$ cat src/rtl/spi_eeprom_select_map.vh
// Constants for the serial EEPROM select and write-cycle control block
`ifndef SPI_EEPROM_SELECT_MAP_VH
`define SPI_EEPROM_SELECT_MAP_VH
`define CLK_PERIOD_PS 5000
`define WRITE_CYCLE_MS 5
`define WRITE_CYCLE_CYCLES 32'd1000000
`define OP_WRITE 8'h02
`define OP_WREN 8'h06
`define OP_WRDI 8'h04
`define OP_READ 8'h03
`define OP_RDSR 8'h05
`define OP_WRSR 8'h01
`define ADDR_BITS 16
`endif

$ cat src/rtl/spi_eeprom_select_control.v
// Chip select, standby and self-timed write-cycle control of a serial EEPROM
//
// Overview of operation
// - The device is selected and answers serial traffic only while chip select is low.
// - With chip select high and no write cycle running the device sits in standby.
// - A started write cycle runs to its end whatever chip select does.
// - Chip select rising during a write cycle defers standby until the cycle ends.
// - Serial output is released to high impedance as soon as the device is deselected.
// - A write cycle starts only on the chip select rise that ends a valid write sequence.
// - Each write cycle finishes within 5 ms of its start.
// - After power-up serial activity is ignored until chip select has first been seen low.
// - Input bits are taken on rising serial clock, output changes after falling serial clock.
// - A write sequence is valid only if chip select rises right after a whole data byte.
// - The write enable latch clears when a write cycle finishes.
// - During a write cycle array reads are refused but status reads are allowed.
`timescale 1ns/1ps
`default_nettype none
`include "spi_eeprom_select_map.vh"
module spi_eeprom_select_control #(
  parameter [31:0] WRITE_CYCLES = `WRITE_CYCLE_CYCLES
) (
  input wire clk,
  input wire rst_n,
  input wire chipSel_n,
  input wire serClk,
  input wire serIn,
  input wire [7:0] readData,
  output reg serOut,
  output reg serOutEn,
  output reg selected,
  output reg standby,
  output reg writeBusy,
  output reg writeStart,
  output reg write_enable_latch,
  output reg [7:0] opcode,
  output reg arrayReadGrant
);

  // ----------------------------------------------------------------
  // Opcode decoding
  // ----------------------------------------------------------------
  // Opcodes that end in a self-timed write cycle
  function isWriteOp;
    input [7:0] op;
    begin
      isWriteOp = (op == `OP_WRITE) || (op == `OP_WRSR);
    end
  endfunction

  // Fewest whole bytes that make a write sequence valid
  function [5:0] minWriteBytes;
    input [7:0] op;
    begin
      minWriteBytes = (op == `OP_WRITE) ? 6'h04 : 6'h02;
    end
  endfunction

  // Status reads stay open during a write cycle
  function isStatusRead;
    input [7:0] op;
    begin
      isStatusRead = (op == `OP_RDSR);
    end
  endfunction

  // Byte counts at which data leaves the device
  function isReadPhase;
    input [7:0] op;
    input [5:0] cnt;
    begin
      isReadPhase = ((op == `OP_READ) && (cnt >= 6'h03)) ||
        ((op == `OP_RDSR) && (cnt >= 6'h01));
    end
  endfunction

  // ----------------------------------------------------------------
  // Input synchronisers
  // ----------------------------------------------------------------
  reg [1:0] csSync;
  reg [1:0] sckSync;
  reg [1:0] siSync;
  reg csQ;
  reg sckQ;
  wire csLow = ~csSync[1];
  wire sckRise = sckSync[1] & ~sckQ;
  wire sckFall = ~sckSync[1] & sckQ;
  wire csRise = csSync[1] & ~csQ;

  // Pins pass two flip-flops; edges come from the second stage
  always @(posedge clk) begin
    if (!rst_n) begin
      csSync <= 2'h3;
      sckSync <= 2'h0;
      siSync <= 2'h0;
      csQ <= 1'b1;
      sckQ <= 1'b0;
    end else begin
      csSync <= {csSync[0], chipSel_n};
      sckSync <= {sckSync[0], serClk};
      siSync <= {siSync[0], serIn};
      csQ <= csSync[1];
      sckQ <= sckSync[1];
    end
  end

  // ----------------------------------------------------------------
  // Power-up arming and serial counters
  // ----------------------------------------------------------------
  reg armed;
  reg [2:0] bitCnt;
  reg [5:0] byteCnt;
  reg [7:0] shiftIn;
  reg [7:0] shiftOut;
  reg byteDone;
  wire active = csLow & armed;
  wire [7:0] nextByte = {shiftIn[6:0], siSync[1]};

  // Counters only move while armed and selected
  always @(posedge clk) begin
    if (!rst_n) begin
      armed <= 1'b0;
      bitCnt <= 3'h0;
      byteCnt <= 6'h00;
      shiftIn <= 8'h00;
      byteDone <= 1'b0;
      opcode <= 8'h00;
    end else begin
      if (csLow)
        armed <= 1'b1;
      if (!csLow) begin
        bitCnt <= 3'h0;
        byteCnt <= 6'h00;
        byteDone <= 1'b0;
      end else if (active && sckRise) begin
        shiftIn <= nextByte;
        bitCnt <= bitCnt + 3'h1;
        byteDone <= (bitCnt == 3'h7);
        if (bitCnt == 3'h7) begin
          if (byteCnt != 6'h3f)
            byteCnt <= byteCnt + 6'h01;
          if (byteCnt == 6'h00)
            opcode <= nextByte;
        end
      end
    end
  end

  // ----------------------------------------------------------------
  // Write cycle timer and latch
  // ----------------------------------------------------------------
  reg [31:0] timer;
  // A byte has just ended and no bit of the next has arrived
  wire byteEdge = byteDone && (bitCnt == 3'h0);
  wire wrSeqOk = isWriteOp(opcode) && write_enable_latch && byteEdge &&
    (byteCnt >= minWriteBytes(opcode));
  wire startNow = csRise && armed && !writeBusy && wrSeqOk;
  wire doneNow = writeBusy && (timer == 32'h0000_0001);

  // Timer counts the write cycle down to one, then clears busy and the latch
  always @(posedge clk) begin
    if (!rst_n) begin
      writeBusy <= 1'b0;
      writeStart <= 1'b0;
      timer <= 32'h0000_0000;
      write_enable_latch <= 1'b0;
    end else begin
      writeStart <= startNow;
      if (startNow) begin
        writeBusy <= 1'b1;
        timer <= WRITE_CYCLES;
      end else if (writeBusy) begin
        timer <= timer - 32'h0000_0001;
        if (doneNow)
          writeBusy <= 1'b0;
      end
      if (doneNow)
        write_enable_latch <= 1'b0;
      else if (csRise && armed && !writeBusy && byteEdge && (byteCnt == 6'h01)) begin
        if (opcode == `OP_WREN)
          write_enable_latch <= 1'b1;
        else if (opcode == `OP_WRDI)
          write_enable_latch <= 1'b0;
      end
    end
  end

  // ----------------------------------------------------------------
  // Select state, standby and serial output
  // ----------------------------------------------------------------
  wire readPhase = isReadPhase(opcode, byteCnt);
  wire [7:0] statusByte = {6'h00, write_enable_latch, writeBusy};
  wire allowRead = readPhase && (isStatusRead(opcode) || !writeBusy);

  // Output changes one system clock after the synced serial clock falls
  always @(posedge clk) begin
    if (!rst_n) begin
      selected <= 1'b0;
      standby <= 1'b1;
      serOut <= 1'b0;
      serOutEn <= 1'b0;
      shiftOut <= 8'h00;
      arrayReadGrant <= 1'b0;
    end else begin
      selected <= active;
      standby <= !csLow && !writeBusy && !startNow;
      arrayReadGrant <= active && opcode == `OP_READ && byteCnt >= 6'h03 && !writeBusy;
      if (!active) begin
        serOutEn <= 1'b0;
        serOut <= 1'b0;
      end else if (sckFall && allowRead) begin
        serOutEn <= 1'b1;
        if (bitCnt == 3'h0) begin
          serOut <= isStatusRead(opcode) ? statusByte[7] : readData[7];
          shiftOut <= {(isStatusRead(opcode) ? statusByte[6:0] : readData[6:0]), 1'b0};
        end else begin
          serOut <= shiftOut[7];
          shiftOut <= {shiftOut[6:0], 1'b0};
        end
      end else if (sckFall) begin
        serOutEn <= 1'b0;
      end
    end
  end

endmodule
`default_nettype wire

$ cat config.mk
export PLATFORM = sky130hd
export DESIGN_NAME = spi_eeprom_select_control
export DESIGN_NICKNAME = d
export VERILOG_FILES = /design/src/rtl/spi_eeprom_select_control.v
export VERILOG_INCLUDE_DIRS = /design/src /design/src/rtl
export SDC_FILE = /design/constraint.sdc
export NUM_CORES = 1
export LEC_CHECK = 0
export BUFFER_PORTS_ARGS = -buffer_cell sky130_fd_sc_hd__buf_2
export CAP_MARGIN = 20
export CORE_MARGIN = 2
export CORE_UTILIZATION = 56
export CTS_BUF_LIST = sky130_fd_sc_hd__clkbuf_4
export CTS_CLUSTER_DIAMETER = 40
export DETAILED_ROUTE_END_ITERATION = 12
export GPL_TIMING_DRIVEN = 0
export PLACE_DENSITY = 0.78
export SETUP_SLACK_MARGIN = 0.05
export SYNTH_ARGS = -nofsm -noshare
export SYNTH_HDL_FRONTEND = slang
export SYNTH_SLANG_ARGS = --single-unit
$ cat constraint.sdc
create_clock -name clk -period 2.2 [get_ports clk]
set_input_delay 0.22 -clock clk [delete_from_list [all_inputs] [get_ports clk]]
set_output_delay 0.22 -clock clk [all_outputs]
set_load 0.01 [all_outputs]
After elaboration in Yosys (flattened, before gate mapping). Cells that the tools add are included.

Logic and storage cells: 100. Register bits: 82.

Mux-type cells: 14. Magnitude comparators: 3. Eq/ne operators: 10. Add/sub/neg operators: 3. Bitwise logic cells: 9. Reduce and logical (&&, ||, !) cells: 39.

Operators with widths (count): 20-bit two-way mux (2); 32-bit by 1-bit equality test with 1-bit output, second input constant (1); 32-bit by 1-bit subtractor with 32-bit output, second input constant (1); 8-bit by 3-bit equality test with 1-bit output, second input constant (3); 1-bit logical AND (20); 8-bit by 2-bit equality test with 1-bit output, second input constant (2); 1-bit two-way mux (9); 8-bit by 1-bit equality test with 1-bit output, second input constant (1); 8-bit two-way mux (1); 2-bit AND reduction (4); 7-bit two-way mux (1); 6-bit by 1-bit adder with 6-bit output, second input constant (1); 6-bit by 1-bit equality test with 1-bit output, second input constant (1); 6-bit by 1-bit >= comparator with 1-bit output, second input constant (1); 6-bit by 2-bit >= comparator with 1-bit output, second input constant (1); 6-bit by 3-bit >= comparator with 1-bit output (1); 6-bit logical NOT (1); 6-bit inequality test, second input constant (1); 2-bit nonzero test (3); 2-bit OR reduction (3); 1-bit inverter (5); 1-bit AND (4); 4-bit AND reduction (1); 3-bit by 1-bit adder with 3-bit output, second input constant (1); other kinds (6) (9).

Depth between registers and ports, before layout. Gate-level depths: netlist (run 1).

Depth in word-level cells: 8. Gate-level depth with buffers: 10.

Worst setup path after synthesis (run 1). No wires, ideal clock.

Path type: register -> register. Start point: register opcode[6]. End point: register writeBusy. Library setup time: 0.128 ns. Arrival time: 2.324 ns. Stages on the path, launching flop included: 9. Period minus slack after synthesis: 2.452 ns. Path slack: -0.252 ns. Cell sequence: dfxtp_1 or4_1 nor3_1 nand2_1 ha_1 or4_1 o2111ai_1 clkbuf_1 o22ai_1.

Word-level cells in the longest chain between the ends: 7.

RTL lines: start, declared (line spi_eeprom_select_control.v:35) `output reg [7:0] opcode,`; start signal, assigned (line spi_eeprom_select_control.v:142) `opcode <= nextByte;`; branches (longest 4 deep; another with 6-bit by 3-bit >= comparator with 1-bit output); 1-bit logical AND * (line spi_eeprom_select_control.v:154) `wire wrSeqOk = isWriteOp(opcode) && write_enable_latch && byteEdge &&`; 1-bit logical AND * (line spi_eeprom_select_control.v:156) `wire startNow = csRise && armed && !writeBusy && wrSeqOk;`; 1-bit two-way mux * (line spi_eeprom_select_control.v:168) `if (startNow) begin`; end signal, assigned (line spi_eeprom_select_control.v:162) `writeBusy <= 1'b0;`; end signal, assigned (line spi_eeprom_select_control.v:169) `writeBusy <= 1'b1;`; end signal, assigned (line spi_eeprom_select_control.v:174) `writeBusy <= 1'b0;`; end, declared (line spi_eeprom_select_control.v:32) `output reg writeBusy,`.

Mark *: on every way between the ends. A chain may end at the register's enable or synchronous reset.

Worst setup path after layout (run 1). Ends and elaborated chain as after synthesis.

==> impl_metrics.ini, run 1 <==
[clocking]
cts.path.max_buffers = 2
clk_latency_ns = 0.44
cts_buffers = 9
cts-htree-levels = 3
clock_sinks = 81
clk_pin_slew_worst_paths_ns = 0.14
cts_root_buf = clkbuf_4
cts_tree = built

[global_routing]
grt_max_degree = 14
grt_antenna_before_repair = 0
grt_first_pass_wirelength_mm = 12.5
grt_usage_pct = 21.5
grt_pass1_vias = 2826
overflow = 0

[sta]
fmax_ghz = 0.391
grt_setup_unrepaired = yes
period_minus_slack_ns = 2.56
fin_crit_sh_pct = 116
relSlewSlack_pct = 58.3
hold_viol = 0
tightest_slew_ns = 0.620
setup_viol = 36
fin_skew_ns = 0.0265
drv_slew = 0
final.setup.worst_slack_ns = -0.359

[synth]
synth_area_leaders = dfxtp_1, nand2_1, nor2_1
ys.flop_type = dfxtp_1
synth_top_area_share_pct = 44.6
yosysTopAreaCell = dfxtp_1
synthCells = 408
synthesis.nets = 432
ys_seq_elements = 81
ys_seq_area_share_pct = 44.6
synth.distinct_cells = 53
yosys_warnings = 0
synth-async-reset-ratio_pct = 0
yosys.cell_count.top_type = dfxtp_1
avgSynthCellArea_um2 = 8.91
synth_edf_count = 0
netlist_area_um2 = 3630
synth_commonest_cells = dfxtp_1, nand2_1, nor2_1, a21oi_1

[final_layout]
final_util_pct = 67.8
fillers = 529
final_cells = 542
syn_to_final_growth_pct = 17.8
antenna_cells = 0
final_net_count = 484
layout-drive-gt1-share_pct = 20.9

[setup_path]
start_kind = flip-flop
ff2ff_path_depth = 9
crit_arrival_ns = 2.87
end_kind = flip-flop
critical_path_required_ns = 2.52
r2r_slack_ns = -0.36
rr_endpoint = writeBusy
worstSetupPathType = reg2reg
cp_max_fo = 10
rr_startpoint = opcode[6]

[placement]
io_buffers = 27
dp_hpwl_mm = 5.17
gp_congestion = 0.806
dp_cells = 512

[die]
die_y_um = 84.6
start_util_pct = 57.6
ios = 29
die_area_um2 = 7150
die_x_um = 84.6
core_area_um2 = 6310
rows = 29

[routing]
detail-route-antenna-nets = 0
drt-wirelength-per-cell_um = 14.2
firstDrtPassIters = 5
vias = 2974
drc = 0
finalWirelength_mm = 7.69
drtIter0Drc = 131
via_per_inst = 5.49

[hold_path]
hold_depth = 2
holdPathEnd = csSync[1]
worstHoldStart = rst_n
hp-class = in2reg

[power]
peakVddDrop_uv = 448
leakagePower_nw = 1.71
p_per_area_nw_per_um2 = 565

[status]
violations = negative setup slack
status = finished with violations

[job]
maxCapViolCount = 0
metrics by stage:
| stage | total power [mW] | worst slack (ns) | instance area, um^2 | hold slack (ns) | TNS, ns |
|---|---|---|---|---|---|
| 3_5_place_dp | 1.57 | -0.374 | 3940 | 0.410 | -11.00 |
| 3_3_place_gp | 1.57 | -0.362 | 3940 | 0.405 | -11.00 |
| 4_1_cts | 2.42 | -0.360 | 4190 | 0.00229 | -11.37 |
| 6_report | 2.42 | -0.359 | 4280 | 0.117 | -10.49 |
| 2_1_floorplan | 1.55 | -0.123 | 3710 | 0.321 | -3.31 |
| 5_1_grt | 2.51 | -0.426 | 4280 | 0.119 | -13.44 |
worst max-delay path, cell delays in order, from the launching register on:
cell and delay, ns:
dfxtp_2 0.35, or4_4 0.56, nor3_4 0.14, nand2_1 0.10, ha_2 0.18, or4_4 0.43, o2111ai_4 0.27, buf_4 0.17
buf_8 0.14, o22ai_1 0.09
per-layer routing:
metal / part of all wire [%] / global-route usage (%)
met3: 4.8 / 4.82
met5: 0 / 0
met2: 50 / 38.1
met4: 2.2 / 9.52
met1: 43 / 24.8
kinds of logic after synthesis:
kind of cell | synth area share [%]
xor gates and xnor gates | 8.19
buffers and inverters | 2.89
DFF | 44.6
and+or+nand+nor | 28.6
muxes | 5.27
AOI/OAI and AO/OA | 6.64
adders and majority gates | 3.79
timing repair:
item                                    4_1_cts  5_1_grt
endpoints found under the hold margin         2        1
cloned                                        1        0
buffers inserted                              4        6
hold buffers                                  2        1
resized for setup                            12       11
endpoints found under the setup margin       35       48
pin swaps                                     3       15
layout by cell type, fill, tap and decap left out, types with 8 or more instances in the layout:
cell / count
a21oi_1: 16
buf_2: 28
buf_4: 9
clkbuf_1: 9
clkbuf_4: 10
dfxtp_1: 79
ha_1: 10
inv_1: 9
mux2i_1: 18
nand2_1: 58
nand3_1: 8
nor2_1: 46
nor4_1: 9
o21ai_0: 8
xnor2_1: 18
xor2_1: 16
registers in the layout, summed over array words and instances, names as in the netlist:
signal	cells
sckSync	2
arrayReadGrant	1
armed	1
selected	1
standby	1
csQ	1
shiftOut	7
writeBusy	1
writeStart	1
siSync	2
opcode	8
serOutEn	1
bitCnt	3
byteCnt	6
timer	32
csSync	2
shiftIn	7
sckQ	1
byteDone	1
write_enable_latch	1
serOut	1
how the worst max path moves through the flow:
stage | cells past startpoint | to | start | slack, ns
6_report | 9 | writeBusy | opcode[6] | -0.36
5_1_grt | 9 | timer[23] | opcode[7] | -0.43
4_1_cts | 9 | timer[27] | opcode[6] | -0.36
3_5_place_dp | 9 | timer[27] | opcode[6] | -0.37
3_3_place_gp | 9 | timer[21] | opcode[6] | -0.36
2_1_floorplan | 9 | timer[22] | opcode[6] | -0.12
cell type report:
| class | instances | area, um^2 | share of cell area (%) |
|---|---|---|---|
| Sequential cell | 81 | 1620 | 37.9 |
| Tap cell | 77 | 96.3 | 2.25 |
| Timing Repair Buffer | 41 | 255 | 5.96 |
| Clock inverter | 6 | 58.8 | 1.37 |
| Multi-Input combinational cell | 302 | 2040 | 47.6 |
| Clock buffer | 10 | 75.1 | 1.75 |
| Buffer | 15 | 95.1 | 2.22 |
| Inverter | 10 | 37.5 | 0.876 |
power by group:
part	total [mW]	switching (mW)	internal (mW)
Combinational	0.0762	0.0432	0.0329
Sequential	1.48	0.00391	1.47
Clock	0.867	0.515	0.352
Total	2.42	0.563	1.86
No activity file was read; power rests on OpenSTA's default activity.
==> run 2, diff against run 1 <==
--- a/config.mk
+++ b/config.mk
@@ -9,12 +9,11 @@
 export BUFFER_PORTS_ARGS = -buffer_cell sky130_fd_sc_hd__buf_2
 export CAP_MARGIN = 20
 export CORE_MARGIN = 2
-export CORE_UTILIZATION = 56
+export CORE_UTILIZATION = 43
 export CTS_BUF_LIST = sky130_fd_sc_hd__clkbuf_4
 export CTS_CLUSTER_DIAMETER = 40
 export DETAILED_ROUTE_END_ITERATION = 12
 export GPL_TIMING_DRIVEN = 0
-export PLACE_DENSITY = 0.78
 export SETUP_SLACK_MARGIN = 0.05
 export SYNTH_ARGS = -nofsm -noshare
 export SYNTH_HDL_FRONTEND = slang
==> run 2 against run 1 <==
The flow still finishes with violations (negative setup slack). Non-clock buffer count is 2 lower. Combinational power is 3.5% lower. Highest routed layer unchanged. Largest cell class unchanged. Clock power is 9.2% higher. Die area is 29% higher. Register-to-register slack better by 0.11 ns.
==> impl_metrics.ini, run 2 (same netlist as run 1, synthesis figures left out) <==
[status]
status = finished with violations
violations = negative setup slack

[routing]
finalWirelength_mm = 7.51
firstDrtPassIters = 4
via_per_inst = 5.09
drtIter0Drc = 75
drt-wirelength-per-cell_um = 13.2
drc = 0
detail-route-antenna-nets = 0
vias = 2890

[power]
p_per_area_nw_per_um2 = 583
leakagePower_nw = 1.72
peakVddDrop_uv = 291
p_total_mw = 2.50

[clocking]
cts_buffers = 9
clock_sinks = 81
clk_latency_ns = 0.42
cts-htree-levels = 3
cts_root_buf = clkbuf_4
cts.path.max_buffers = 2
cts_tree = built
clk_pin_slew_worst_paths_ns = 0.13

[final_layout]
largest_reg_flops = 32
antenna_cells = 0
final_common_cell = dfxtp_1
top_regs = timer: 32 flops, opcode: 8 flops
layout-drive-gt1-share_pct = 19.2
final_net_count = 482
regMostFlops = timer
syn_to_final_growth_pct = 17.9
layout_common_cells = dfxtp_1, nand2_1, nor2_1

[global_routing]
grt_pass1_vias = 2738
grt_first_pass_wirelength_mm = 12.6
grt_max_degree = 14
overflow = 0
grt_usage_pct = 17.7
grt_antenna_before_repair = 0

[sta]
fin_crit_sh_pct = 111
fmax_ghz = 0.409
grt_setup_unrepaired = yes
setup_viol = 35
drv_slew = 0
fin_skew_ns = 0.0193
hold_viol = 0
relSlewSlack_pct = 56.3
final.setup.worst_slack_ns = -0.246
period_minus_slack_ns = 2.45
tightest_slew_ns = 0.650

[die]
core_area_um2 = 8220
die_y_um = 95.9
die_x_um = 95.9
start_util_pct = 44.2
rows = 33
die_area_um2 = 9200
ios = 29

[setup_path]
worstSetupPathType = reg2reg
r2r_slack_ns = -0.25
rr_startpoint = opcode[7]
crit_arrival_ns = 2.80
critical_path_required_ns = 2.55
startpoint = opcode[7]
cp_max_fo = 10
rr_endpoint = timer[27]
ff2ff_path_depth = 9
start_kind = flip-flop
end_kind = flip-flop

[placement]
post-place-ws_ns = -0.412
gp_congestion = 0.784
io_buffers = 27
dp_hpwl_mm = 5.33

[hold_path]
hp-class = in2reg
holdPathEnd = shiftOut[7]
hold_depth = 5
worstHoldStart = readData[6]

[job]
maxCapViolCount = 0
-- run 2: cell types whose count changed in the layout (fill, tap and decap cells not counted), moves of 2 or more --
| cell | before | now |
|---|---|---|
| nor2_2 | 5 | 3 |
| nor2_4 | 3 | 0 |
| clkinv_1 | 2 | 4 |
| clkinvlp_4 | 2 | 0 |
| buf_6 | 4 | 1 |
| nor2_1 | 46 | 51 |
-- run 2: per-layer routing --
layer | vias up | share of wire, % | routed length (um) | GRT usage (%)
li1 | 1490 | - | - | -
met1 | 1368 | 46 | 3490 | 21.1
met2 | 28 | 50 | 3740 | 30.7
met3 | 4 | 2.9 | 217 | 4.93
met4 | 0 | 0.81 | 61 | 5.60
met5 | - | 0 | 0 | 0
-- run 2: how the worst max path moves through the flow --
stage,end,cells after the start
CTS,timer[27],9
finish,timer[27],9
detailed placement,timer[27],9
global placement,timer[28],9
floorplan,timer[22],9
global route,timer[3],9
-- run 2: stage by stage --
step,instance area (um^2),instances,setup TNS (ns),hold slack (ns),util [%]
floorplan,3710,408,-3.31,0.321,-
global placement,3980,540,-12.12,0.401,48.4
detailed placement,3980,540,-11.53,0.406,48.4
CTS,4240,564,-9.93,0.118,51.6
global route,4280,568,-9.80,0.151,52.1
finish,4280,568,-6.96,0.149,52.1
-- run 2: critical path, cell delays in order (launching register included) --
cell,delay [ns]
dfxtp_2,0.35
or4_4,0.53
nor3_4,0.16
nand2_2,0.08
ha_2,0.17
or4_4,0.43
o2111ai_4,0.25
nand2_4,0.13
buf_8,0.17
nor2_1,0.12
-- run 2: what timing repair did --
item,CTS,global route
hold buffers,3,0
hold endpoints to repair,3,0
setup endpoints to repair,35,52
setup buffers,5,4
pin swaps,4,7
gates resized for setup,7,5
-- run 2: layout make-up --
class / instances / area, um^2
timing repair buffer: 39 / 233
buffer: 15 / 97.6
tap: 105 / 131
multi-input combinational: 302 / 2010
fill: 792 / 3930
inverter: 10 / 37.5
sequential: 81 / 1620
clock buffer: 9 / 67.6
clock inverter: 7 / 85.1
-- run 2: where the power goes --
part / switching (mW) / leakage [nW] / internal (mW)
sequential: 0.00422 / 0.655 / 1.47
clock: 0.497 / 0.0824 / 0.450
combinational: 0.0417 / 0.982 / 0.0318
total: 0.543 / 1.72 / 1.96
==> run 3, diff against run 2 <==
--- a/config.mk
+++ b/config.mk
@@ -10,7 +10,7 @@
 export CAP_MARGIN = 20
 export CORE_MARGIN = 2
 export CORE_UTILIZATION = 43
-export CTS_BUF_LIST = sky130_fd_sc_hd__clkbuf_4
+export CTS_BUF_LIST = sky130_fd_sc_hd__clkbuf_4 sky130_fd_sc_hd__clkbuf_8
 export CTS_CLUSTER_DIAMETER = 40
 export DETAILED_ROUTE_END_ITERATION = 12
 export GPL_TIMING_DRIVEN = 0
==> run 3 against run 2 <==
The flow still finishes with violations (negative setup slack). Worst setup slack worse by 0.019 ns. Sequential cell count unchanged. Largest cell class unchanged. Final cell count down 0.18%. Sequential power about the same. Critical path depth unchanged. Maximum frequency down 0.78%. Non-clock buffer count down 1. Highest routed layer unchanged. Global-route usage up 0.36 points. First-iteration DRC count down 25%. Via count up 0.28%.
==> impl_metrics.ini, run 3 (same netlist as run 1, synthesis figures left out) <==
[clocking]
clk_latency_ns = 0.35
cts-htree-levels = 3
clk_pin_slew_worst_paths_ns = 0.08
cts_root_buf = clkbuf_8
cts_buffers = 9
cts.path.max_buffers = 2
clock_sinks = 81
cts_tree = built

[sta]
hold_viol = 0
fin_skew_ns = 0.0136
tns_ns = -7.85
grt_setup_unrepaired = yes
fin_crit_sh_pct = 112
setup_viol = 35
tightest_slew_ns = 0.687
period_minus_slack_ns = 2.47
relSlewSlack_pct = 53.8
final.setup.worst_slack_ns = -0.265
fmax_ghz = 0.406
drv_slew = 0
fin_hold_ws_ns = 0.0521

[final_layout]
layout-drive-gt1-share_pct = 23.4
final_util_pct = 53.8
layout_common_cells = dfxtp_1, nand2_1, nor2_1
top_regs = timer: 32 flops, opcode: 8 flops
final_cells = 567
final_common_cell = dfxtp_1
largest_reg_flops = 32
final_net_count = 481
stdcell_area_um2 = 4420
regMostFlops = timer
antenna_cells = 0
syn_to_final_growth_pct = 21.6

[setup_path]
path_common_cell = or4_4
end_kind = flip-flop
crit_slowest_cell = or4_4
slowest_delay_ns = 0.55
startpoint = opcode[4]
worstSetupPathType = reg2reg
cp_max_fo = 7
cp-endpoint = timer[25]
rr_endpoint = timer[25]
crit_arrival_ns = 2.75
cp_cell_sequence = or4_4 > nor3_4 > nand2_2 > ha_2 > or4_4 > o2111ai_4 > nand2_4 > buf_8 > nor2_2
critical_path_required_ns = 2.49
start_kind = flip-flop
ff2ff_path_depth = 9
r2r_slack_ns = -0.27
rr_startpoint = opcode[4]

[die]
core_area_um2 = 8220
ios = 29
die_y_um = 95.9
start_util_pct = 44.2
die_area_um2 = 9200
rows = 33
die_x_um = 95.9

[status]
violations = negative setup slack
status = finished with violations

[global_routing]
grt_max_degree = 14
overflow = 0
grt_pass1_vias = 2746
grt_first_pass_wirelength_mm = 12.8
grt_antenna_before_repair = 0
grt_usage_pct = 18.0

[placement]
dp_hpwl_mm = 5.33
io_buffers = 27
gp_congestion = 0.784
dp_cells = 540
placed_cell_area_um2 = 3980

[routing]
via_per_inst = 5.11
drc = 0
finalWirelength_mm = 7.65
vias = 2898
drt-wirelength-per-cell_um = 13.5
detail-route-antenna-nets = 0
firstDrtPassIters = 4
drtIter0Drc = 56

[job]
maxCapViolCount = 0

[power]
leakagePower_nw = 1.76
p_per_area_nw_per_um2 = 638
peakVddDrop_uv = 346

[hold_path]
hp-class = in2reg
worstHoldStart = chipSel_n
[run 3: changes by cell type in the layout (fill, tap and decap cells not counted), moves of 3 or more]
cell and delta:
nor2_2 +11, clkbuf_8 +12, nor2_1 -12, buf_6 +3
dlygate4sd3_1 -3, clkbuf_4 -9, clkinv_1 -3
[run 3: through the flow]
step                      power (mW)  setup WS [ns]
final                           2.82         -0.265
after global routing            2.92         -0.333
after global placement          1.57         -0.404
after CTS                       2.85         -0.349
after floorplan                 1.55         -0.123
after detailed placement        1.58         -0.412
[run 3: cell type report]
cell class                 count  area [um^2]
fill                         778         3800
timing repair buffer          38          245
sequential                    81         1630
clock inverter                 4         73.8
inverter                      10         37.5
multi-input combinational    302         2050
buffer                        15         93.8
clock buffer                  12          165
tap                          105          131
[run 3: repair_timing]
item,4_1_cts,5_1_grt
gates resized for setup,17,13
setup endpoints to repair,35,52
pin swaps,11,6
setup buffers,6,3
hold buffers,0,0
gates cloned,2,0
[run 3: where the power goes]
part           switching (mW)  total, mW  internal [mW]
Sequential            0.00405       1.48           1.47
Clock                   0.530       1.26          0.733
Combinational          0.0455     0.0801         0.0345
Total                   0.579       2.82           2.24
[run 3: routing by layer]
layer  global-route usage, %  vias to the layer above  wire (um)
li1                        -                     1494          -
met4                    6.07                        0         99
met3                    4.78                        6        208
met2                    31.2                       26       3880
met1                    21.6                     1372       3460
met5                       0                        -          0
[run 3: worst min path at each step]
stage,end,slack [ns],depth (start not counted)
2_1_floorplan,csSync[0],0.32,1
3_3_place_gp,csSync[0],0.40,2
3_5_place_dp,csSync[0],0.41,2
4_1_cts,csSync[0],0.03,2
5_1_grt,csSync[0],0.05,2
6_report,csSync[0],0.05,2
[run 3: worst max-delay path: cells and delay by family (launching register included)]
kind	cells	cell delay [ns]
simple gates	6	1.47
flops	1	0.32
compound gates	1	0.25
buf+inv	1	0.20
fa+ha+maj	1	0.17
